--- config.mk ---
export PLATFORM = sky130hd
export DESIGN_NAME = msk_modem_bit_interface
export DESIGN_NICKNAME = d
export VERILOG_FILES = /design/src/rtl/msk_modem_pkg.sv /design/src/rtl/msk_modem_bit_interface.sv /design/src/rtl/msk_tone_detect.sv
export SDC_FILE = /design/constraint.sdc
export NUM_CORES = 1
export LEC_CHECK = 0
export BUFFER_PORTS_ARGS = -buffer_cell sky130_fd_sc_hd__buf_2
export CAP_MARGIN = 20
export CORE_MARGIN = 5
export CORE_UTILIZATION = 50
export DETAILED_ROUTE_END_ITERATION = 10
export MAX_ROUTING_LAYER = met4
export PLACE_DENSITY = 0.72
export SETUP_SLACK_MARGIN = 0.02
export SLEW_MARGIN = 15
export SYNTH_ARGS = -nofsm -noshare
export SYNTH_HDL_FRONTEND = slang
export SYNTH_SLANG_ARGS = --single-unit
--- constraint.sdc ---
create_clock -name core_clk_in -period 5.41 [get_ports core_clk_in]
set_input_delay 0.2705 -clock core_clk_in [delete_from_list [all_inputs] [get_ports core_clk_in]]
set_output_delay 0.2705 -clock core_clk_in [all_outputs]
set_load 0.02 [all_outputs]
--- src/rtl/msk_modem_pkg.sv ---
package msk_modem_pkg;

    // master clock figures, ticks are counted in fast-master units
    localparam int MASTER_FAST_HZ = 5529600;
    localparam int MASTER_SLOW_HZ = 2764800;
    localparam int BIT_RATE_BPS = 1200;
    localparam logic [12:0] TICKS_PER_BIT = 13'(MASTER_FAST_HZ / BIT_RATE_BPS);
    localparam logic [12:0] HALF_BIT = 13'(MASTER_FAST_HZ / BIT_RATE_BPS / 2);
    // a slow master edge is worth this many fast-master ticks
    localparam logic [1:0] SLOW_STEP = 2'(MASTER_FAST_HZ / MASTER_SLOW_HZ);
    localparam logic [1:0] FAST_STEP = 2'h1;

    // tone half periods: mark 1200 Hz, space 1800 Hz
    localparam logic [12:0] MARK_HALF = 13'h0900;
    localparam logic [12:0] SPACE_HALF = 13'h0600;
    localparam logic [12:0] DECIDE_HALF = 13'h0780;
    localparam logic [12:0] VALID_MIN = 13'h0480;
    localparam logic [12:0] VALID_MAX = 13'h0C00;
    localparam logic [3:0] CARRIER_COUNT = 4'h8;

    // clock recovery phase corrections per data transition
    localparam logic [12:0] NARROW_ADJ = 13'h0010;
    localparam logic [12:0] WIDE_ADJ = 13'h0080;

    // register map, byte addresses
    localparam int ADDR_W = 12;
    localparam logic [11:0] ADDR_CTRL = 12'h000;
    localparam logic [11:0] ADDR_STATUS = 12'h004;
    localparam logic [11:0] ADDR_IRQ_STATUS = 12'h008;
    localparam logic [11:0] ADDR_IRQ_MASK = 12'h00C;

    // control fields
    localparam int CTRL_TX_EN_BIT = 0;
    localparam int CTRL_RX_EN_BIT = 1;
    localparam logic [31:0] CTRL_RESET = 32'h0000_0003;
    localparam logic [2:0] IRQ_MASK_RESET = 3'h0;

    // event bits in irq status and mask
    localparam int NUM_EVENTS = 3;
    localparam int EV_TX_REQUEST = 0;
    localparam int EV_RX_READY = 1;
    localparam int EV_CARRIER = 2;

    // status fields
    localparam int ST_TX_FLAG = 0;
    localparam int ST_RX_FLAG = 1;
    localparam int ST_CARRIER = 2;
    localparam int ST_RX_DATA = 3;
    localparam int ST_DIV_SEL = 4;
    localparam int ST_LOCK_SEL = 5;
    localparam int ST_MOD_ON = 6;

    localparam int NUM_PINS = 8;

    // asynchronous pin inputs, synchronised as one group
    typedef struct packed {
        logic master_clock;
        logic clock_divide_select;
        logic tx_request_clear;
        logic rx_ready_clear;
        logic lock_range_select;
        logic tx_serial;
        logic modulator_on;
        logic modulated;
    } pin_in_t;

    typedef struct packed {
        logic [29:0] unused;
        logic rx_enable;
        logic tx_enable;
    } ctrl_t;

endpackage : msk_modem_pkg

--- src/rtl/msk_modem_bit_interface.sv ---
`timescale 1ns/100ps
module msk_modem_bit_interface (
    input wire logic core_clk_in,
    input wire logic rst_in,
    input wire logic [11:0] paddr_in,
    input wire logic psel_in,
    input wire logic penable_in,
    input wire logic pwrite_in,
    input wire logic [31:0] pwdata_in,
    output logic [31:0] prdata_out,
    output logic pready_out,
    output logic pslverr_out,
    input wire logic master_clock_in,
    input wire logic clock_divide_select_in,
    input wire logic tx_request_clear_in,
    input wire logic rx_ready_clear_in,
    input wire logic lock_range_select_in,
    input wire logic tx_serial_in,
    input wire logic modulator_on_in,
    input wire logic modulated_in,
    output logic tx_bit_clock_out,
    output logic tx_request_flag_out,
    output logic modulated_out,
    output logic rx_bit_clock_out,
    output logic rx_serial_out,
    output logic rx_ready_flag_out,
    output logic carrier_detect_out,
    output logic irq_out
);

    msk_modem_pkg::pin_in_t pins_raw;
    msk_modem_pkg::pin_in_t pins_meta;
    msk_modem_pkg::pin_in_t pins;
    msk_modem_pkg::ctrl_t ctrl;
    logic master_d;
    logic master_rise;
    logic [1:0] step;
    logic [12:0] tx_phase;
    logic [12:0] next_tx_phase;
    logic tx_lead;
    logic tx_bit;
    logic [12:0] tone_cnt;
    logic [12:0] tone_half;
    logic [12:0] rx_phase;
    logic [12:0] rx_base;
    logic [12:0] rx_add;
    logic [12:0] rx_adj;
    logic [12:0] next_rx_phase;
    logic rx_lead;
    logic demod_bit;
    logic demod_transition;
    logic tone_carrier;
    logic carrier_d;
    logic [msk_modem_pkg::NUM_EVENTS-1:0] events;
    logic [msk_modem_pkg::NUM_EVENTS-1:0] irq_status;
    logic [msk_modem_pkg::NUM_EVENTS-1:0] irq_mask;
    logic [msk_modem_pkg::NUM_EVENTS-1:0] w1c;
    logic apb_setup;
    logic apb_write;
    logic [31:0] next_rdata;
    logic next_err;

    // advance a bit phase, wrapping at one bit period
    function automatic logic [12:0] advance(input logic [12:0] ph,
                                            input logic [12:0] add);
        logic [13:0] sum;
        sum = {1'b0, ph} + {1'b0, add};
        if (sum >= {1'b0, msk_modem_pkg::TICKS_PER_BIT}) begin
            sum = sum - {1'b0, msk_modem_pkg::TICKS_PER_BIT};
        end
        return sum[12:0];
    endfunction : advance

    ////////////////////////////////////////////////////////////////////////
    // two-stage synchronisers for every pin input
    assign pins_raw = '{master_clock: master_clock_in,
                        clock_divide_select: clock_divide_select_in,
                        tx_request_clear: tx_request_clear_in,
                        rx_ready_clear: rx_ready_clear_in,
                        lock_range_select: lock_range_select_in,
                        tx_serial: tx_serial_in,
                        modulator_on: modulator_on_in,
                        modulated: modulated_in};

    for (genvar i = 0; i < msk_modem_pkg::NUM_PINS; i++) begin : g_sync
        always_ff @(posedge core_clk_in) begin
            if (rst_in) begin
                pins_meta[i] <= 1'b0;
                pins[i] <= 1'b0;
            end else begin
                pins_meta[i] <= pins_raw[i];
                pins[i] <= pins_meta[i];
            end
        end
    end

    ////////////////////////////////////////////////////////////////////////
    // master clock rising edges become phase ticks, slow master counts double
    always_ff @(posedge core_clk_in) begin
        if (rst_in) begin
            master_d <= 1'b0;
        end else begin
            master_d <= pins.master_clock;
        end
    end

    assign master_rise = pins.master_clock && !master_d;
    assign step = !master_rise ? 2'h0 :
                  pins.clock_divide_select ? msk_modem_pkg::SLOW_STEP :
                  msk_modem_pkg::FAST_STEP;

    ////////////////////////////////////////////////////////////////////////
    // transmit bit timing, one wrap per 1200 bit/s period
    assign next_tx_phase = advance(tx_phase, {11'h000, step});
    assign tx_lead = (step != 2'h0) && (next_tx_phase < tx_phase);

    always_ff @(posedge core_clk_in) begin
        if (rst_in) begin
            tx_phase <= 13'h0000;
            tx_bit_clock_out <= 1'b0;
        end else begin
            tx_phase <= next_tx_phase;
            tx_bit_clock_out <= (next_tx_phase < msk_modem_pkg::HALF_BIT);
        end
    end

    // NRZ bit taken at each transmit clock leading edge
    always_ff @(posedge core_clk_in) begin
        if (rst_in) begin
            tx_bit <= 1'b1;
        end else if (tx_lead) begin
            tx_bit <= pins.tx_serial;
        end
    end

    // request flag: set per bit, cleared by host, set wins
    always_ff @(posedge core_clk_in) begin
        if (rst_in) begin
            tx_request_flag_out <= 1'b0;
        end else if (tx_lead && ctrl.tx_enable) begin
            tx_request_flag_out <= 1'b1;
        end else if (pins.tx_request_clear) begin
            tx_request_flag_out <= 1'b0;
        end
    end

    ////////////////////////////////////////////////////////////////////////
    // tone generator, silent unless modulator on and transmit enabled
    assign tone_half = tx_bit ? msk_modem_pkg::MARK_HALF :
                       msk_modem_pkg::SPACE_HALF;

    always_ff @(posedge core_clk_in) begin
        if (rst_in) begin
            tone_cnt <= 13'h0000;
            modulated_out <= 1'b0;
        end else if (!pins.modulator_on || !ctrl.tx_enable) begin
            tone_cnt <= 13'h0000;
            modulated_out <= 1'b0;
        end else if (tone_cnt + {11'h000, step} >= tone_half) begin
            tone_cnt <= 13'h0000;
            modulated_out <= !modulated_out;
        end else begin
            tone_cnt <= tone_cnt + {11'h000, step};
        end
    end

    ////////////////////////////////////////////////////////////////////////
    // receive tone detection and carrier sense
    msk_tone_detect u_detect (
        .core_clk_in(core_clk_in),
        .rst_in(rst_in),
        .step_in(step),
        .tone_in(pins.modulated),
        .enable_in(ctrl.rx_enable),
        .bit_out(demod_bit),
        .transition_out(demod_transition),
        .carrier_out(tone_carrier)
    );

    always_ff @(posedge core_clk_in) begin
        if (rst_in) begin
            carrier_detect_out <= 1'b0;
            carrier_d <= 1'b0;
        end else begin
            carrier_detect_out <= tone_carrier && ctrl.rx_enable;
            carrier_d <= carrier_detect_out;
        end
    end

    ////////////////////////////////////////////////////////////////////////
    // receive clock recovery, pulls transitions toward mid phase
    assign rx_adj = pins.lock_range_select ? msk_modem_pkg::NARROW_ADJ :
                    msk_modem_pkg::WIDE_ADJ;

    always_comb begin
        rx_base = rx_phase;
        rx_add = {11'h000, step};
        if (demod_transition && rx_phase < msk_modem_pkg::HALF_BIT) begin
            rx_add = {11'h000, step} + rx_adj; // late clock, speed up
        end else if (demod_transition) begin
            rx_base = rx_phase - rx_adj; // early clock, hold back
        end
    end

    assign next_rx_phase = advance(rx_base, rx_add);
    assign rx_lead = (rx_add != 13'h0000) && (next_rx_phase < rx_base);

    always_ff @(posedge core_clk_in) begin
        if (rst_in) begin
            rx_phase <= 13'h0000;
            rx_bit_clock_out <= 1'b0;
        end else begin
            rx_phase <= next_rx_phase;
            rx_bit_clock_out <= (next_rx_phase < msk_modem_pkg::HALF_BIT);
        end
    end

    // received bit presented at the recovered clock leading edge
    always_ff @(posedge core_clk_in) begin
        if (rst_in) begin
            rx_serial_out <= 1'b1;
        end else if (rx_lead && ctrl.rx_enable) begin
            rx_serial_out <= demod_bit;
        end
    end

    // ready flag: set per recovered bit, cleared by host, set wins
    always_ff @(posedge core_clk_in) begin
        if (rst_in) begin
            rx_ready_flag_out <= 1'b0;
        end else if (rx_lead && ctrl.rx_enable) begin
            rx_ready_flag_out <= 1'b1;
        end else if (pins.rx_ready_clear) begin
            rx_ready_flag_out <= 1'b0;
        end
    end

    ////////////////////////////////////////////////////////////////////////
    // interrupt status, write one to clear, new event wins
    assign events[msk_modem_pkg::EV_TX_REQUEST] = tx_lead && ctrl.tx_enable;
    assign events[msk_modem_pkg::EV_RX_READY] = rx_lead && ctrl.rx_enable;
    assign events[msk_modem_pkg::EV_CARRIER] = carrier_d ^ carrier_detect_out;
    assign w1c = (apb_write && paddr_in == msk_modem_pkg::ADDR_IRQ_STATUS) ?
                 pwdata_in[msk_modem_pkg::NUM_EVENTS-1:0] : '0;

    always_ff @(posedge core_clk_in) begin
        if (rst_in) begin
            irq_status <= '0;
        end else begin
            irq_status <= (irq_status & ~w1c) | events;
        end
    end

    assign irq_out = |(irq_status & irq_mask);

    ////////////////////////////////////////////////////////////////////////
    // apb slave, zero wait states, read data latched in setup
    assign apb_setup = psel_in && !penable_in;
    assign apb_write = psel_in && penable_in && pwrite_in;
    assign pready_out = 1'b1;

    always_ff @(posedge core_clk_in) begin
        if (rst_in) begin
            ctrl <= msk_modem_pkg::CTRL_RESET;
            irq_mask <= msk_modem_pkg::IRQ_MASK_RESET;
        end else if (apb_write) begin
            if (paddr_in == msk_modem_pkg::ADDR_CTRL) begin
                ctrl <= '{unused: 30'h0,
                          rx_enable: pwdata_in[msk_modem_pkg::CTRL_RX_EN_BIT],
                          tx_enable: pwdata_in[msk_modem_pkg::CTRL_TX_EN_BIT]};
            end
            if (paddr_in == msk_modem_pkg::ADDR_IRQ_MASK) begin
                irq_mask <= pwdata_in[msk_modem_pkg::NUM_EVENTS-1:0];
            end
        end
    end

    // read mux and error decode
    always_comb begin
        next_rdata = 32'h0000_0000;
        next_err = 1'b0;
        unique case (paddr_in)
            msk_modem_pkg::ADDR_CTRL: begin
                next_rdata = ctrl;
            end
            msk_modem_pkg::ADDR_STATUS: begin
                next_rdata[msk_modem_pkg::ST_TX_FLAG] = tx_request_flag_out;
                next_rdata[msk_modem_pkg::ST_RX_FLAG] = rx_ready_flag_out;
                next_rdata[msk_modem_pkg::ST_CARRIER] = carrier_detect_out;
                next_rdata[msk_modem_pkg::ST_RX_DATA] = rx_serial_out;
                next_rdata[msk_modem_pkg::ST_DIV_SEL] =
                    pins.clock_divide_select;
                next_rdata[msk_modem_pkg::ST_LOCK_SEL] = pins.lock_range_select;
                next_rdata[msk_modem_pkg::ST_MOD_ON] = pins.modulator_on;
            end
            msk_modem_pkg::ADDR_IRQ_STATUS: begin
                next_rdata[msk_modem_pkg::NUM_EVENTS-1:0] = irq_status;
            end
            msk_modem_pkg::ADDR_IRQ_MASK: begin
                next_rdata[msk_modem_pkg::NUM_EVENTS-1:0] = irq_mask;
            end
            default: begin
                next_err = 1'b1;
            end
        endcase
    end

    always_ff @(posedge core_clk_in) begin
        if (rst_in) begin
            prdata_out <= 32'h0000_0000;
            pslverr_out <= 1'b0;
        end else if (apb_setup) begin
            prdata_out <= next_rdata;
            pslverr_out <= next_err;
        end
    end
endmodule : msk_modem_bit_interface

--- src/rtl/msk_tone_detect.sv ---
`timescale 1ns/100ps
module msk_tone_detect (
    input wire logic core_clk_in,
    input wire logic rst_in,
    input wire logic [1:0] step_in,
    input wire logic tone_in,
    input wire logic enable_in,
    output logic bit_out,
    output logic transition_out,
    output logic carrier_out
);

    logic tone_d;
    logic edge_seen;
    logic half_valid;
    logic next_bit;
    logic [12:0] half_cnt;
    logic [3:0] good_cnt;

    ////////////////////////////////////////////////////////////////////////
    // half-period measurement between tone edges
    assign edge_seen = tone_in ^ tone_d;
    assign half_valid = (half_cnt >= msk_modem_pkg::VALID_MIN) &&
                        (half_cnt <= msk_modem_pkg::VALID_MAX);
    assign next_bit = (half_cnt >= msk_modem_pkg::DECIDE_HALF);

    always_ff @(posedge core_clk_in) begin
        if (rst_in) begin
            tone_d <= 1'b0;
            half_cnt <= 13'h0000;
        end else begin
            tone_d <= tone_in;
            if (edge_seen) begin
                half_cnt <= 13'h0000;
            end else if (half_cnt <= msk_modem_pkg::VALID_MAX) begin
                half_cnt <= half_cnt + {11'h000, step_in}; // saturates above max
            end
        end
    end

    ////////////////////////////////////////////////////////////////////////
    // mark/space decision, long half period means mark
    always_ff @(posedge core_clk_in) begin
        if (rst_in) begin
            bit_out <= 1'b1;
            transition_out <= 1'b0;
        end else begin
            transition_out <= 1'b0;
            if (edge_seen && half_valid && enable_in) begin
                bit_out <= next_bit;
                transition_out <= (next_bit != bit_out);
            end
        end
    end

    ////////////////////////////////////////////////////////////////////////
    // carrier present after a run of valid half periods
    always_ff @(posedge core_clk_in) begin
        if (rst_in) begin
            good_cnt <= 4'h0;
            carrier_out <= 1'b0;
        end else begin
            if (!enable_in || half_cnt > msk_modem_pkg::VALID_MAX) begin
                good_cnt <= 4'h0; // silence or disabled drops carrier
            end else if (edge_seen) begin
                if (!half_valid) begin
                    good_cnt <= 4'h0;
                end else if (good_cnt != msk_modem_pkg::CARRIER_COUNT) begin
                    good_cnt <= good_cnt + 4'h1;
                end
            end
            carrier_out <= (good_cnt == msk_modem_pkg::CARRIER_COUNT);
        end
    end

endmodule : msk_tone_detect

# After elaboration in Yosys (flattened, before gate mapping)
# Index checks and enable logic that the tools add are counted.
# Widths: inputs -> output; s select.
# totals
latchBits,0
ram_bits,0
n_memories,0
register_bits,102
mem_bits_ro,0
wordCells,132
# op_classes
add_sub_neg,9
n_bitwise,7
n_shift,0
mul,0
div_mod_pow,0
n_reduce_logical,37
mux,19
n_lt_le_gt_ge,12
eq_ne,7
# op_table
cell,n
$mux 13,4
$lt 13x12->1 const B,3
$ge 14x13->1 const B,2
$add 13x2->13,2
$ge 13x11->1 const B,2
$lt 13x13->1,2
$sub 13x13->13 const B,2
$eq 12x4->1 const B,2
$add 13x2->14,1
$add 13x9->14,1
$logic_and 1x1->1,14
$ge 13x12->1,1
$gt 13x12->1 const B,1
$le 13x12->1 const B,1
$reduce_bool 13->1,1
$sub 13x8->13,1
$eq 12x3->1 const B,1
$logic_not 12->1,1
$mux 12,1
$mux 4,3
$pmux 3 s4,1
$add 2x8->9,1
$mux 9,1
$mux 8,1
20 further kinds,41

# Logic depth before layout (Yosys ltp)
# Gate-level depths: netlist of run 1.
# depth
depth_word,12
depth_mapped,22

# Modules after synthesis
# A second synthesis of run 1 with hierarchy kept.
# hier_totals
cells_unflattened,696
hier_area_um2,5999.5
# modules_own_cells
mod,n_inst,area_per_inst_um2,cells_each
msk_modem_bit_interface,1,4953.5,576
msk_tone_detect,1,1046.0,120

# Least setup slack after synthesis of run 1
# Ideal clock, no wire load.
# synth_path
path_type,register to register
start,register rx_phase[9]
end,register rx_serial_out
path_slack_ps,1049
path_buffers,1
path_stages_with_launch,21
t_arrival_ps,4235
cell_sequence,dfxtp_1 -> buf_6 -> or4_4 -> o21ai_0 -> and3_1 -> ha_1 -> a41o_1 -> nor3b_4 -> a31o_2 -> a32oi_2 -> inv_2 -> ha_1 -> and3_1 -> a311oi_2 -> ha_1 -> nor2b_1 -> o21ai_0 -> nand3b_1 -> a211o_1 -> mux2i_1 -> nand2_1
# synth_between
elab_chain_len,9
# synth_lines
element,line,text
from (decl),msk_modem_bit_interface.sv:44,logic [12:0] rx_phase;
from (signal assigned),msk_modem_bit_interface.sv:213,rx_phase <= next_rx_phase;
$sub 13x8->13 / $lt 13x12->1 (equally long branches),"msk_modem_bit_interface.sv:201, msk_modem_bit_interface.sv:198",
$mux 13 / $logic_and 1x1->1 (equally long branches),"msk_modem_bit_interface.sv:200, msk_modem_bit_interface.sv:198",
$mux 13 / $mux 9 (equally long branches),msk_modem_bit_interface.sv:198,if (demod_transition && rx_phase < msk_modem_pkg::HALF_BIT) begin
$add 13x9->14 (*),msk_modem_bit_interface.sv:67,"sum = {1'b0, ph} + {1'b0, add};"
$sub 13x13->13 / $ge 14x13->1 (equally long branches),"msk_modem_bit_interface.sv:69, msk_modem_bit_interface.sv:68",
$mux 13 (*),msk_modem_bit_interface.sv:68,"if (sum >= {1'b0, msk_modem_pkg::TICKS_PER_BIT}) begin"
named net next_rx_phase[11],msk_modem_bit_interface.sv:48,logic [12:0] next_rx_phase;
$lt 13x13->1 (*),msk_modem_bit_interface.sv:206,assign rx_lead = (rx_add != 13'h0000) && (next_rx_phase < rx_base);
$logic_and 1x1->1 (*),msk_modem_bit_interface.sv:206,
$logic_and 1x1->1 (*),msk_modem_bit_interface.sv:222,end else if (rx_lead && ctrl.rx_enable) begin
to (signal assigned),msk_modem_bit_interface.sv:223,rx_serial_out <= demod_bit;
to (decl),msk_modem_bit_interface.sv:25,"output logic rx_serial_out,"
# The timed path passes the listed nets; every way through them passes the cells marked *.
# A chain may end at the register's enable or synchronous reset.

# Worst setup path in the final report of run 1
# layout_path
start,register rx_phase[8]
end,register rx_serial_out
# Same word-level chain as after synthesis.

==> flow_summary.yaml, run 1 <==
timing:
  timing_hold_violations_final: 0
  slew_headroom: 0.3135
  largest_clock_skew_in_the_final_design_ns: 0.006871
  worst_hold_slack_ns: 0.1247
  worst_pin_slew_ns: 1.020
  total_negative_slack_for_setup_checks_ns: 0
  report.final.setup_viol: 0
  final_max_slew_viol_count: 0
  f_max_mhz: 207.7
  final.min_clock_period_ns: 4.816
  grt_setup_unrepaired: "false"
  finalCritPeriodShare: 0.8902
  setup_slack_ns: 0.5943
placement:
  place.detailed.hpwl_mm: 8.700
  placedInstanceArea_um2: 5926
  final_replace_weighted_congestion: 0.8735
  numPortBuffers: 43
  dpl_worst_slack_ns: 0.6636
  placedCellCount: 818
clocking:
  clock-sinks: 102
  cts.path.max_buffers: 2
  post-cts-setup-buffers: 0
  h_tree_depth_reported_by_cts: 3
  hold_fix_buffers_at_cts: 0
  cts_tree: "yes"
  post_cts_resize_count: 0
  tritoncts.num_buffers: 9
  clkTransAtPathRegs_ns: 0.07
  worstSkewPairLatency_ns: 0.35
  cts_root_buf: "sky130_fd_sc_hd__clkbuf_16"
power_and_ir_drop:
  ir_drop_mv: 0.1959
  p_total_mw: 1.452
  power.leakage_nw: 2.628
  power.density_cell_area_nw_per_um2: 234.1
detailed_routing:
  via_count: 4472
  antenna_left: 0
  postRouteWirelength_mm: 11.47
  drcViolationCount: 0
  number_of_detailed_route_iterations_in_the_first_pass: 5
  initialDrtViolationCount: 244
  final_routed_wire_length_divided_by_cell_count_um: 13.75
  routed_via_density: 5.362
yosys:
  synth.avg_cell_area_um2: 8.797
  dominant_combinational_cell_family_by_area_after_synthesis: "simple AND/OR/NAND/NOR gates"
  yosys.area_share.adder: 0.09791
  synth_top_area_cell: "sky130_fd_sc_hd__dfxtp_1"
  area_of_the_mapped_netlist_um2: 5674
  synth_seq_cells: 102
  post_synth_mux_area_share: 0.03153
  synth-compound-area-share: 0.1182
  synthFlopType: "sky130_fd_sc_hd__dfxtp_1"
  synth_async_sr_flop_share: 0
  synth_top_cells_by_area: "sky130_fd_sc_hd__dfxtp_1 (36%), sky130_fd_sc_hd__ha_1 (8.4%), sky130_fd_sc_hd__nor2_1 (4.9%)"
  synth-edff-count: 0
  synth_cells: 645
  synth_simple_gate_area_share: 0.2404
  synth.most_common_cell: "sky130_fd_sc_hd__dfxtp_1"
  synth-xor-area-share: 0.07674
  yosysTopAreaCellShare: 0.3599
  seq_area_frac_synth: 0.3599
  netlist_top_cells_count: "sky130_fd_sc_hd__dfxtp_1 (102), sky130_fd_sc_hd__nor2_1 (74), sky130_fd_sc_hd__nand2_1 (44)"
  synth.yosys.warnings: 0
  yosys.cell_types.count: 74
worst_hold_path:
  timing.hold.worst_path_depth: 2
  min_to: "pins_meta[2]"
  min-delay-path-class: "primary input to register"
  worst_hold_startpoint: "tx_serial_in"
setup_path:
  critical_path.endpoint_type: "register"
  setup.worst_path.start_class: "register"
  timing.rr.start: "rx_phase[8]"
  crit-reg2reg-capture: "rx_serial_out"
  reg2reg_depth: 19
  ff2ff_setup_slack_ns: 0.59
  critical_path_start_end_classification: "register to register"
  worst-path-max-fanout: 7
  worst_ep_arrival_time_ns: 5.04
  data_required_time_at_the_worst_endpoint_ns: 5.63
layout:
  utilization: 0.5500
  nets: 785
  final-instance-count-excl-fill: 834
  fillers: 1044
  area_growth_syn_to_layout_pct: 9.261
  final_cell_area_um2: 6200
  insertedDiodeCount: 0
  layout_cell_share_with_drive_strength_beyond_1: 0.1302
floorplanning:
  floorplan.rows: 39
  design.core.area_um2: 11270
  floorplan.die.height_um: 116.5
  dieArea_um2: 13580
  die-width_um: 116.5
  start_util: 0.5034
  ios: 99
global_routing:
  antenna_found_initial: 0
  grt_pass1_vias: 4262
  pin_count_of_the_biggest_net_entering_global_routing: 63
  grt_pass1_wl_mm: 19.03
  globalRouteOverflowTotal: 0
  groute.usage.overall: 0.1799
outcome:
  status: "completed"
flow_run:
  max_cap_viol_count: 0
## logic make-up after synthesis
kind of cell,count (synthesis)
AND/OR/NAND/NOR,261
buffers and inverters,84
XOR/XNOR,48
multiplexers,15
flip-flops,102
other,2
adder cells (fa/ha/maj),42
AO/OA/AOI/OAI,91
## placed cells by master (no fill, tap or decap), types with 5 or more instances in the layout
master	count
sky130_fd_sc_hd__nand2_1	44
sky130_fd_sc_hd__buf_2	43
sky130_fd_sc_hd__nor2_1	74
sky130_fd_sc_hd__nor3_1	13
sky130_fd_sc_hd__nor2b_1	38
sky130_fd_sc_hd__and2_1	11
sky130_fd_sc_hd__nand2b_1	8
sky130_fd_sc_hd__mux2i_1	10
sky130_fd_sc_hd__inv_1	42
sky130_fd_sc_hd__nand3_1	21
sky130_fd_sc_hd__xnor2_1	28
sky130_fd_sc_hd__xor2_1	18
sky130_fd_sc_hd__a211oi_1	5
sky130_fd_sc_hd__a31oi_1	6
sky130_fd_sc_hd__dfxtp_1	102
sky130_fd_sc_hd__clkbuf_16	9
sky130_fd_sc_hd__o21ai_0	9
sky130_fd_sc_hd__a21oi_1	25
sky130_fd_sc_hd__nand4_1	5
sky130_fd_sc_hd__ha_1	38
sky130_fd_sc_hd__conb_1	27
sky130_fd_sc_hd__and3_1	13
sky130_fd_sc_hd__nor4_1	7
## registers in the layout, indices dropped and copies added (netlist names), 2 cells and up
signal	flops
prdata_out	7
irq_mask	3
pins	8
u_detect.half_cnt	13
irq_status	3
ctrl	2
rx_phase	13
tx_phase	13
u_detect.good_cnt	4
tone_cnt	13
pins_meta	8
## worst max-delay path: stages (launching register included)
cell	delay (ns)
sky130_fd_sc_hd__dfxtp_1	0.35
sky130_fd_sc_hd__or4_4	0.59
sky130_fd_sc_hd__o21ai_0	0.22
sky130_fd_sc_hd__and3_1	0.23
sky130_fd_sc_hd__ha_1	0.27
sky130_fd_sc_hd__a41o_1	0.27
sky130_fd_sc_hd__nor3b_4	0.17
sky130_fd_sc_hd__a31o_2	0.28
sky130_fd_sc_hd__a32oi_2	0.36
sky130_fd_sc_hd__inv_2	0.07
sky130_fd_sc_hd__ha_1	0.20
sky130_fd_sc_hd__and3_1	0.15
sky130_fd_sc_hd__a311oi_2	0.33
sky130_fd_sc_hd__ha_1	0.30
sky130_fd_sc_hd__nor2b_1	0.13
sky130_fd_sc_hd__o21ai_0	0.14
sky130_fd_sc_hd__nand3b_1	0.09
sky130_fd_sc_hd__a211o_1	0.30
sky130_fd_sc_hd__mux2i_1	0.17
sky130_fd_sc_hd__nand2_1	0.06
## layout make-up
type                    instances  area (µm²)  area share
multi-input cells             484        3306      0.5332
flip-flops and latches        102        2042      0.3294
repair buffers                 46       237.7     0.03835
clock buffers                  10       229.0     0.03693
well taps                     143       178.9     0.02886
inverters                      43       161.4     0.02603
clock inverters                 6       45.04    0.007265
## layer usage
metal | wire, µm | part of all wire | vias to the layer above | GRT usage
li1 | - | - | 2235 | -
met3 | 599 | 0.052 | 18 | 0.03938
met2 | 5745 | 0.50 | 110 | 0.3162
met4 | 184 | 0.016 | 0 | 0.06346
met1 | 4941 | 0.43 | 2109 | 0.2011
met5 | 0 | 0 | - | -
## worst max-delay path by stage
stage	start	end	slack [ns]	cells past startpoint
floorplan	rx_phase[9]	rx_serial_out	1.05	20
global placement	rx_phase[8]	rx_serial_out	0.69	19
detailed placement	rx_phase[8]	rx_serial_out	0.66	19
CTS	pins[7]	rx_serial_out	0.64	21
global route	pins[7]	rx_serial_out	0.27	21
finish	rx_phase[8]	rx_serial_out	0.59	19
## where the power goes
part | switching [mW] | total (mW) | internal, mW
clock network | 0.290 | 0.606 | 0.315
logic | 0.0527 | 0.0795 | 0.0268
registers | 0.00527 | 0.766 | 0.761
total | 0.348 | 1.45 | 1.10
Power figures use the tool's default switching activity.
==> inputs of run 2 (changes only) <==
--- a/config.mk
+++ b/config.mk
@@ -6,4 +6,5 @@
 export NUM_CORES = 1
 export LEC_CHECK = 0
+export ABC_AREA = 1
 export BUFFER_PORTS_ARGS = -buffer_cell sky130_fd_sc_hd__buf_2
 export CAP_MARGIN = 20
==> constraint.sdc (replaced) <==
create_clock -name core_clk_in -period 5.41 [get_ports core_clk_in]
set_input_delay 1.082 -clock core_clk_in [delete_from_list [all_inputs] [get_ports core_clk_in]]
set_output_delay 1.082 -clock core_clk_in [all_outputs]
set_load 0.02 [all_outputs]
==> run 2 against run 1 <==
  * Design area is 3.7% higher
  * Global-route usage shrank 1.1 points
  * Synthesized cell count increased by 26%
  * Sequential power is essentially flat
  * Core utilization rose by 1.0 points
  * Combinational power rose by 6.5%
  * Largest cell class unchanged
  * Largest power group unchanged
  * Highest routed layer unchanged
==> flow_summary.yaml, run 2 <==
floorplanning:
  floorplan.die.height_um: 118.4
  ios: 99
  start_util: 0.5124
  floorplan.rows: 39
  design.core.area_um2: 11470
  die-width_um: 118.4
  dieArea_um2: 14020
power_and_ir_drop:
  p_total_mw: 1.503
  net-switching-power_mw: 0.3863
  internal-power_mw: 1.116
  power.leakage_nw: 2.960
  seqPwrFrac: 0.510
  ir_drop_mv: 0.1720
  power.clock.fraction: 0.433
  power.density_cell_area_nw_per_um2: 233.9
  power.combinational.fraction: 0.056
  power_switching_share: 0.2570
clocking:
  worstSkewPairLatency_ns: 0.35
  clkTransAtPathRegs_ns: 0.08
  tritoncts.num_buffers: 9
  cts_root_buf: "sky130_fd_sc_hd__clkbuf_16"
  post_cts_resize_count: 0
  hold_fix_buffers_at_cts: 0
  post-cts-setup-buffers: 0
  clock-sinks: 102
  cts_tree: "yes"
  h_tree_depth_reported_by_cts: 3
  cts.path.max_buffers: 2
layout:
  layout_cell_share_with_drive_strength_beyond_1: 0.1138
  fillers: 1097
  insertedDiodeCount: 0
  area_growth_syn_to_layout_pct: 9.370
  area_of_the_multi_input_gates_um2: 3085
  sequential_cell_area_um2: 2042
  mostFrequentLayoutCells: "sky130_fd_sc_hd__inv_1 (155), sky130_fd_sc_hd__nand2_1 (136), sky130_fd_sc_hd__dfxtp_1 (102)"
  nets: 955
  layout.cells.most_common: "sky130_fd_sc_hd__inv_1"
  utilization: 0.5604
setup_path:
  worst_ep_arrival_time_ns: 4.91
  crit-reg2reg-capture: "tx_request_flag_out"
  timing.rr.start: "pins[7]"
  setup.worst_path.start_class: "register"
  ff2ff_setup_slack_ns: 0.78
  reg2reg_depth: 23
  critical-path-top-cell-by-count: "sky130_fd_sc_hd__nand2_1"
  data_required_time_at_the_worst_endpoint_ns: 5.69
  critical_path_start_end_classification: "register to register"
  worst-path-max-fanout: 5
  critical-path-max-stage-delay_ns: 0.56
  critical_path.endpoint_type: "register"
  critical_path.slowest_cell: "sky130_fd_sc_hd__nor4_1"
  path_cells: "inv_1, nor2_1, inv_1, nor2_1, ha_1, fa_1, nand2_1, inv_1, nand2_1, nor4_1, nand2_1, xor2_1, nand3_1, nand2_1, o21ai_2, nand2_1, xor2_1, inv_1, ha_1, a211o_1, a221oi_1, nand3_1, a21oi_1"
worst_hold_path:
  timing.hold.worst_path_depth: 2
  min_to: "pins[2]"
  min-delay-path-class: "register to register"
  worst_hold_startpoint: "pins_meta[2]"
yosys:
  synthFlopType: "sky130_fd_sc_hd__dfxtp_1"
  netlist_top_cells_count: "sky130_fd_sc_hd__inv_1 (155), sky130_fd_sc_hd__nand2_1 (136), sky130_fd_sc_hd__dfxtp_1 (102)"
  synth_top_area_cell: "sky130_fd_sc_hd__dfxtp_1"
  yosys.cell_types.count: 48
  synth_cells: 812
  synth.avg_cell_area_um2: 7.236
  synth_async_sr_flop_share: 0
  synth_seq_cells: 102
  synth-edff-count: 0
  yosysTopAreaCellShare: 0.3475
  seq_area_frac_synth: 0.3475
  synth.most_common_cell: "sky130_fd_sc_hd__inv_1"
  area_of_the_mapped_netlist_um2: 5876
  synth_top_cells_by_area: "sky130_fd_sc_hd__dfxtp_1 (35%), sky130_fd_sc_hd__inv_1 (9.9%), sky130_fd_sc_hd__nand2_1 (8.7%)"
  synth.yosys.warnings: 0
global_routing:
  antenna_found_initial: 0
  groute.usage.overall: 0.1689
  grtUsageMet1: 0.2231
  grt_use_met3: 0.02913
  globalRouteOverflowTotal: 0
  grt_pass1_wl_mm: 19.54
  globalRoute.busiestLayer: "met2"
  pin_count_of_the_biggest_net_entering_global_routing: 62
  grt_pass1_vias: 4324
  grtUsageMet2: 0.2683
detailed_routing:
  drcViolationCount: 0
  number_of_detailed_route_iterations_in_the_first_pass: 7
  final_routed_wire_length_divided_by_cell_count_um: 11.20
  via_count: 4842
  routed_via_density: 4.823
  initialDrtViolationCount: 275
  antenna_left: 0
  postRouteWirelength_mm: 11.24
placement:
  dpl_worst_slack_ns: 0.8662
  place.detailed.hpwl_mm: 8.614
  numPortBuffers: 43
  final_replace_weighted_congestion: 0.9218
timing:
  report.final.setup_viol: 0
  worst_pin_slew_ns: 0.7188
  timing_hold_violations_final: 0
  slew_headroom: 0.5164
  f_max_mhz: 216.1
  final.min_clock_period_ns: 4.628
  grt_setup_unrepaired: "false"
  largest_clock_skew_in_the_final_design_ns: 0.01068
  finalCritPeriodShare: 0.8555
  setup_slack_ns: 0.7819
  total_negative_slack_for_setup_checks_ns: 0
  final_max_slew_viol_count: 0
  worst_hold_slack_ns: 0.4020
flow_run:
  max_cap_viol_count: 0
outcome:
  status: "completed"
==> run 2: layout make-up <==
cell class                 instances  share of cell area
timing repair buffer              44             0.03466
tap                              143             0.02784
sequential                       102              0.3178
inverter                         156             0.09112
clock buffer                       9             0.03505
clock inverter                     7             0.01343
multi-input combinational        543              0.4801
==> run 2: cells by family after synthesis <==
family	Yosys count	share of synthesized area
other	2	0.001278
AO/OA/AOI/OAI	97	0.09242
flip-flops	102	0.3475
AND/OR/NAND/NOR	352	0.2836
adder cells (fa/ha/maj)	42	0.09455
XOR/XNOR	25	0.03727
buffers and inverters	192	0.1433
==> run 2: metal layers <==
metal,wire length [µm],vias up,part of all wire
li1,-,2616,-
met1,5559,2161,0.49
met2,5199,57,0.46
met3,376,8,0.033
met4,108,0,0.0096
met5,0,-,0
==> run 2: worst max-delay path: cells and delay by family (launching register included) <==
| family | cells | cell delay, ns |
|---|---|---|
| XOR/XNOR | 2 | 0.45 |
| buffers and inverters | 4 | 0.33 |
| AO/OA/AOI/OAI | 4 | 0.93 |
| AND/OR/NAND/NOR | 10 | 1.83 |
| flip-flops | 1 | 0.31 |
| adder cells (fa/ha/maj) | 3 | 0.69 |
==> run 2: power by group through the flow <==
stage / Sequential [mW] / Clock, mW / Combinational, mW
CTS: 0.767 / 0.667 / 0.0845
floorplan: 0.785 / 0 / 0.0737
detailed placement: 0.785 / 0 / 0.0842
global route: 0.768 / 0.712 / 0.0972
global placement: 0.785 / 0 / 0.0834
finish: 0.767 / 0.651 / 0.0847
==> run 2: through the flow <==
| step | area, µm² | std cells |
|---|---|---|
| CTS | 6426 | 1004 |
| global route | 6426 | 1004 |
| floorplan | 5969 | 837 |
| global placement | 6115 | 988 |
| detailed placement | 6115 | 988 |
| finish | 6426 | 1004 |
==> run 2: worst max-delay path by stage <==
stage,from,slack [ns],endpoint
2_1_floorplan,pins[7],1.74,irq_status[0]
3_3_place_gp,pins[7],0.95,tx_request_flag_out
3_5_place_dp,pins[7],0.87,tx_request_flag_out
4_1_cts,pins[7],0.83,tx_request_flag_out
5_1_grt,pins[7],0.45,irq_status[0]
6_report,pins[7],0.78,tx_request_flag_out
